`config.mk`:
```
export PLATFORM = sky130hd
export DESIGN_NAME = bpc_port_bypass
export DESIGN_NICKNAME = d
export VERILOG_FILES = /design/src/hw/bpc_pkg.sv /design/src/hw/bpc_port_bypass.sv
export SDC_FILE = /design/constraint.sdc
export NUM_CORES = 1
export LEC_CHECK = 0
export BUFFER_PORTS_ARGS = -buffer_cell sky130_fd_sc_hd__buf_2
export CAP_MARGIN = 40
export CELL_PAD_IN_SITES_DETAIL_PLACEMENT = 1
export CELL_PAD_IN_SITES_GLOBAL_PLACEMENT = 2
export CORE_ASPECT_RATIO = 1.4
export CORE_MARGIN = 2
export CORE_UTILIZATION = 31
export CTS_BUF_LIST = sky130_fd_sc_hd__clkbuf_16
export CTS_CLUSTER_DIAMETER = 60
export DETAILED_ROUTE_END_ITERATION = 6
export PLACE_DENSITY_LB_ADDON = 0.1
export SYNTH_ARGS = -nofsm -noshare
export SYNTH_HDL_FRONTEND = slang
export SYNTH_SLANG_ARGS = --single-unit
```
`constraint.sdc`:
```
create_clock -name clock_i -period 1.43 [get_ports clock_i]
set_input_delay 0.143 -clock clock_i [delete_from_list [all_inputs] [get_ports clock_i]]
set_output_delay 0.143 -clock clock_i [all_outputs]
set_load 0.02 [all_outputs]
```
`src/hw/bpc_pkg.sv`:
```
// constants, register layout and state types of the port bypass control channels 1 to 3
package bpc_pkg;

   localparam int BPC_CHANNELS = 3;
   localparam int BPC_PINS = 8;

   localparam logic [7:0] BPC_ADDR_CH1 = 8'h21;
   localparam logic [7:0] BPC_ADDR_CH2 = 8'h22;
   localparam logic [7:0] BPC_ADDR_CH3 = 8'h23;

   localparam int BPC_BIT_ENABLE = 7;
   localparam int BPC_BIT_IRQ_EN = 6;
   localparam int BPC_BIT_FORCE = 1;
   localparam int BPC_BIT_DETECT = 0;

   // pin of port 3 used by channel index c (0 for channel 1)
   localparam int BPC_DET_PIN_BASE = 2;
   localparam int BPC_FORCE_PIN_BASE = 3;

   localparam logic BPC_RST_ENABLE = 1'b0;
   localparam logic BPC_RST_IRQ_EN = 1'b0;
   localparam logic BPC_RST_FORCE = 1'b1;
   localparam logic [7:0] BPC_RST_SOURCE = 8'h00;
   localparam logic [7:0] BPC_RST_PIN_LEVEL = 8'hFF;

   localparam int BPC_CLK_PERIOD_NS = 5;
   localparam int BPC_LOSS_LATENCY_NS = 400;
   localparam int BPC_LOSS_LATENCY_CYC = BPC_LOSS_LATENCY_NS / BPC_CLK_PERIOD_NS;
   // samples a pin must hold a new level before the filter accepts it
   localparam logic [2:0] BPC_FILTER_CYC = 3'h4;
   // sync 2 + filter + register + output stays well under the loss latency
   localparam int BPC_PATH_CYC = 2 + int'(BPC_FILTER_CYC) + 2;

   typedef struct packed {
      logic enable;
      logic irq_en;
      logic force_bit;
   } bpc_chan_t;

   typedef struct packed {
      logic [7:0] addr;
      logic wr;
      logic rd;
      logic [7:0] wdata;
   } bpc_reg_req_t;

   typedef struct packed {
      bpc_chan_t [BPC_CHANNELS-1:0] chan;
      logic [BPC_PINS-1:0] sync1;
      logic [BPC_PINS-1:0] sync2;
      logic [BPC_PINS-1:0] filt;
      logic [BPC_PINS-1:0][2:0] filt_cnt;
      logic [BPC_CHANNELS-1:0] det_prev;
      logic [BPC_CHANNELS-1:0] pending;
      logic [7:0] source;
      logic [7:0] rdata;
      logic [BPC_PINS-1:0] pin_out;
      logic [BPC_PINS-1:0] pin_oe;
      logic irq_n;
   } bpc_state_t;

   localparam bpc_chan_t BPC_CHAN_RST = '{enable: BPC_RST_ENABLE, irq_en: BPC_RST_IRQ_EN,
                                         force_bit: BPC_RST_FORCE};

   localparam bpc_state_t BPC_STATE_RST = '{
      chan: {BPC_CHANNELS{BPC_CHAN_RST}},
      sync1: BPC_RST_PIN_LEVEL,
      sync2: BPC_RST_PIN_LEVEL,
      filt: BPC_RST_PIN_LEVEL,
      filt_cnt: '0,
      det_prev: {BPC_CHANNELS{1'b1}},
      pending: '0,
      source: BPC_RST_SOURCE,
      rdata: 8'h00,
      pin_out: 8'h00,
      pin_oe: 8'h00,
      irq_n: 1'b1
   };

endpackage

```
`src/hw/bpc_port_bypass.sv`:
```
// port bypass control channels 1 to 3 on port 3 pins, with register port and interrupt
`timescale 1ns/100ps
`default_nettype none
module bpc_port_bypass
   import bpc_pkg::*;
(
   input wire logic clock_i,
   input wire logic rst_n_i,
   input wire bpc_reg_req_t reg_req_i,
   input wire logic irq_ack_i,
   input wire logic [7:0] pin_in_i,
   input wire logic [7:0] gpio_out_i,
   input wire logic [7:0] gpio_oe_i,
   output logic [7:0] reg_rdata_o,
   output logic [7:0] pin_out_o,
   output logic [7:0] pin_oe_o,
   output logic irq_n_o,
   output logic [7:0] irq_source_o
);

   bpc_state_t st;
   bpc_state_t next_st;

   function automatic logic [7:0] chan_addr(input int c);
      case (c)
         0: chan_addr = BPC_ADDR_CH1;
         1: chan_addr = BPC_ADDR_CH2;
         default: chan_addr = BPC_ADDR_CH3;
      endcase
   endfunction

   function automatic int det_pin(input int c);
      det_pin = BPC_DET_PIN_BASE + 2 * c;
   endfunction

   function automatic int force_pin(input int c);
      force_pin = BPC_FORCE_PIN_BASE + 2 * c;
   endfunction

   always_comb begin
      logic [BPC_CHANNELS-1:0] det_edge;
      logic [BPC_CHANNELS-1:0] new_irq;
      logic [7:0] rd_val;
      logic src_loaded;
      next_st = st;
      det_edge = '0;
      new_irq = '0;
      rd_val = 8'h00;
      src_loaded = 1'b0;

      // two-flop synchroniser then level filter on every pin
      next_st.sync1 = pin_in_i;
      next_st.sync2 = st.sync1;
      for (int p = 0; p < BPC_PINS; p++) begin
         if (st.sync2[p] == st.filt[p]) begin
            next_st.filt_cnt[p] = 3'h0;
         end else if (st.filt_cnt[p] == BPC_FILTER_CYC - 3'h1) begin
            next_st.filt[p] = st.sync2[p];
            next_st.filt_cnt[p] = 3'h0;
         end else begin
            next_st.filt_cnt[p] = st.filt_cnt[p] + 3'h1;
         end
      end

      for (int c = 0; c < BPC_CHANNELS; c++) begin
         // register write; bits 5..2 and the detect bit are not stored
         if (reg_req_i.wr && reg_req_i.addr == chan_addr(c)) begin
            next_st.chan[c].enable = reg_req_i.wdata[BPC_BIT_ENABLE];
            next_st.chan[c].irq_en = reg_req_i.wdata[BPC_BIT_IRQ_EN];
            next_st.chan[c].force_bit = reg_req_i.wdata[BPC_BIT_FORCE];
         end
         // loss of signal beats a write in the same cycle
         if (next_st.chan[c].enable && !st.filt[det_pin(c)]) begin
            next_st.chan[c].force_bit = 1'b0;
         end

         next_st.det_prev[c] = st.filt[det_pin(c)];
         det_edge[c] = st.filt[det_pin(c)] ^ st.det_prev[c];
         new_irq[c] = det_edge[c] && st.chan[c].enable && st.chan[c].irq_en;
      end

      // acknowledge clears, but an event in the same cycle stays pending
      next_st.pending = (irq_ack_i ? '0 : st.pending) | new_irq;
      for (int c = 0; c < BPC_CHANNELS; c++) begin
         if (new_irq[c] && !src_loaded) begin
            next_st.source = chan_addr(c);
            src_loaded = 1'b1;
         end
      end
      next_st.irq_n = ~|next_st.pending;

      // pin mux: enabled channels take their pins, the rest pass the port setup
      next_st.pin_out = gpio_out_i;
      next_st.pin_oe = gpio_oe_i;
      for (int c = 0; c < BPC_CHANNELS; c++) begin
         if (next_st.chan[c].enable) begin
            next_st.pin_out[force_pin(c)] = next_st.chan[c].force_bit;
            next_st.pin_oe[force_pin(c)] = 1'b1;
            next_st.pin_out[det_pin(c)] = 1'b0;
            next_st.pin_oe[det_pin(c)] = 1'b0;
         end
      end

      // read path: detect bit shows the filtered level, force bit the register when enabled, else the filtered pin
      for (int c = 0; c < BPC_CHANNELS; c++) begin
         if (reg_req_i.addr == chan_addr(c)) begin
            rd_val[BPC_BIT_ENABLE] = st.chan[c].enable;
            rd_val[BPC_BIT_IRQ_EN] = st.chan[c].irq_en;
            rd_val[BPC_BIT_FORCE] = st.chan[c].enable ? st.chan[c].force_bit
                                                      : st.filt[force_pin(c)];
            rd_val[BPC_BIT_DETECT] = st.filt[det_pin(c)];
         end
      end
      if (reg_req_i.rd) begin
         next_st.rdata = rd_val;
      end
   end

   // reset leaves every pin undriven so the pad pull-ups set the level
   always_ff @(posedge clock_i or negedge rst_n_i) begin
      if (!rst_n_i) begin
         st <= BPC_STATE_RST;
      end else begin
         st <= next_st;
      end
   end

   assign reg_rdata_o = st.rdata;
   assign pin_out_o = st.pin_out;
   assign pin_oe_o = st.pin_oe;
   assign irq_n_o = st.irq_n;
   assign irq_source_o = st.source;

endmodule
`default_nettype wire

```
==> out/qor.txt <==
setup slack, reg-to-reg: 0.16 ns
Max Clk Rate: 0.655 GHz
Max Cap Viol: 0
Worst Hold Class: in2reg
endpoint type of the worst setup path: register
synthesized instance count: 237
Top FF cell, synth: dfrtp_1
Max H-tree Level: 3
CTS clock-pin slew for the worst setup and hold paths: 0.05 ns
layout cells sized above 1: 0.477
DP Wirelength: 4720 um
first-pass GRT wire length: 10400 um
post-layout min period: 1.53 ns
die area: 11000 um^2
Layout Cell Area excl Fill: 4050 um^2
clk sinks: 75
Post-Syn Area: 3140 um^2
post-placement cell area: 3590 um^2
Setup crit start kind: input port
Fillers: 1083
first drt pass iteration count: 2
Cell variety after synth: 37
Critical Path Sink: pin_oe_o[5]
EDFF count, synth: 0
status: complete, but fails checks
VDD IR-drop max: 628 uV
Layout Utilization: 0.409
Die Y-Extent: 123 um
dominant cell type by area after synthesis: dfrtp_1
Post-Route WL: 6410 um
vias per cell: 4.33
global route total overflow: 0
total number of yosys warnings: 0
post-synthesis sequential area ratio: 0.607
Placer Congestion: 0.746
drt initial violations: 62
initial core utilization: 0.317
drc violations: 0
total negative slack: -0.412 ns
average cell area after synthesis: 13.3 um^2
CTS tree: built
PD cells: 1460 nW/um^2
number of global-route vias before repair: 2125
failing checks: negative setup slack
port bufs: 61
RSZ-0062 raised after global routing: true
row cnt: 43
clock root cell: clkbuf_16
LEAKAGE: 1.95 nW
CTS Buf Count: 9
pin count of the biggest net entering global routing: 28
antenna-violating nets left: 0
Die X: 89.1 um
wire length per cell: 14.0 um
antenna violations before repair: 0
part of the cycle the worst path needs: 1.07
worst hold slack: 0.0185 ns
via count: 1981
top cell type's share of synthesized area: 0.398
GRT Util Overall: 0.128
worst r2r dst: irq_n_o
final hold vios: 0
clk_skew: 0.00349 ns
Reg2Reg Depth: 4
Critical Path RT: 1.64 ns
asr flop ratio synth: 1.00
IO Count: 78
clk_lat worst skew: 0.33 ns
top-count cell post-synth: dfrtp_1
Setup WS post-layout: -0.0960 ns
Final Setup Violations: 11
worst path arrival time: 1.74 ns
top post-synthesis cells by count: 50 x dfrtp_1, 32 x buf_4, 25 x dfstp_2, 14 x mux2_2, 11 x nor3b_1
# diodes: 0
Clock Tree Buf Depth: 2
worst-path fanout max: 5
area of the core: 9900 um^2
Slew Limit Fails: 0
critical path class: in2reg
Layout area overhead: 28.8%
main area contributors after synthesis: dfrtp_1 40%, dfstp_2 21%, buf_4 7.6%, mux2_2 5.0%, nor3b_1 2.6%
Post-layout nets: 369
Seq cells post-synth: 75
Crit. Startpoint: reg_req_i[16]
Critical R2R Launch: next_st[37]
area by class of cell:
cell class | instances | area (um^2) | share of cell area
clock inverter | 7 | 28.8 | 0.00711
timing repair buffer | 98 | 667 | 0.165
sequential | 75 | 1910 | 0.471
multi-input combinational | 126 | 1020 | 0.252
inverter | 8 | 30.0 | 0.00742
clock buffer | 9 | 225 | 0.0556
tap | 135 | 169 | 0.0417
worst min path at each step:
stage / from / endpoint / slack, ns / cells past startpoint
after floorplan: rst_n_i / irq_source_o[0] / -0.15 / 0
after global routing: gpio_oe_i[6] / pin_oe_o[6] / 0.02 / 2
after CTS: gpio_oe_i[5] / pin_oe_o[5] / -0.006 / 2
after detailed placement: rst_n_i / pin_out_o[1] / 0.08 / 1
after global placement: rst_n_i / pin_out_o[1] / 0.08 / 1
final: gpio_oe_i[7] / pin_oe_o[7] / 0.02 / 2
cells by family (layout without fill, tap and decap cells):
logic type | count (synthesis) | count (layout) | synth area share
buffers and inverters | 44 | 122 | 0.0908
other | 1 | 9 | 0.00119
muxes | 17 | 17 | 0.0597
adders and majority gates | 6 | 6 | 0.0239
and+or+nand+nor | 63 | 63 | 0.137
AOI/OAI and AO/OA | 22 | 22 | 0.0554
DFF | 75 | 75 | 0.607
xor gates and xnor gates | 9 | 9 | 0.0251
stage by stage:
stage	setup slack, ns	cells	power [mW]
floorplan	-0.345	245	3.58
global placement	-0.458	425	3.92
detailed placement	-0.472	425	3.97
CTS	-0.0910	456	5.99
global route	-0.135	458	6.26
finish	-0.0960	458	5.89
placed cells by master, fill, tap and decap left out, types with 3 or more instances in the layout:
cell type / count
clkbuf_16: 9
buf_2: 57
and3_1: 5
ha_1: 6
and2_4: 4
buf_6: 5
mux2_2: 11
inv_1: 9
a22oi_1: 3
a221o_1: 3
conb_1: 9
mux2i_2: 3
buf_4: 22
dfstp_2: 25
o21ai_0: 3
dlygate4sd3_1: 12
nor2_1: 4
nand2b_1: 5
nor3_1: 7
xnor2_1: 6
nor3b_1: 11
nand3_1: 4
dfrtp_1: 50
nor2b_1: 10
xor2_1: 3
o22ai_1: 3
mux2_4: 3
routing by layer:
layer / wire, um / global-route usage
met2: 3360 / 0.208
met1: 2690 / 0.155
met5: 0 / 0
met3: 203 / 0.0247
met4: 160 / 0.0784
registers in the layout, summed over array words and instances (netlist names):
signal,cells
reg_rdata_o,4
st,42
irq_source_o,3
pin_oe_o,8
irq_n_o,1
next_st,9
pin_out_o,8
critical path, stage by stage:
cell     delay, ns
buf_6         0.09
or4_4         0.57
nor4b_4       0.32
mux2i_2       0.36
or2b_1        0.26
power by group:
group / internal, mW / leakage (nW) / switching, mW
clock network: 1.14 / 0.138 / 0.806
registers: 2.57 / 0.909 / 0.194
logic: 0.607 / 0.904 / 0.577
repair_timing:
item,4_1_cts,5_1_grt
endpoints found under the hold margin,29,0
endpoints found under the setup margin,14,15
hold buffers,12,0
resized for setup,5,9
pin swaps,3,8
buffers inserted,3,2
Note: power is estimated with default switching activity, not from simulation.
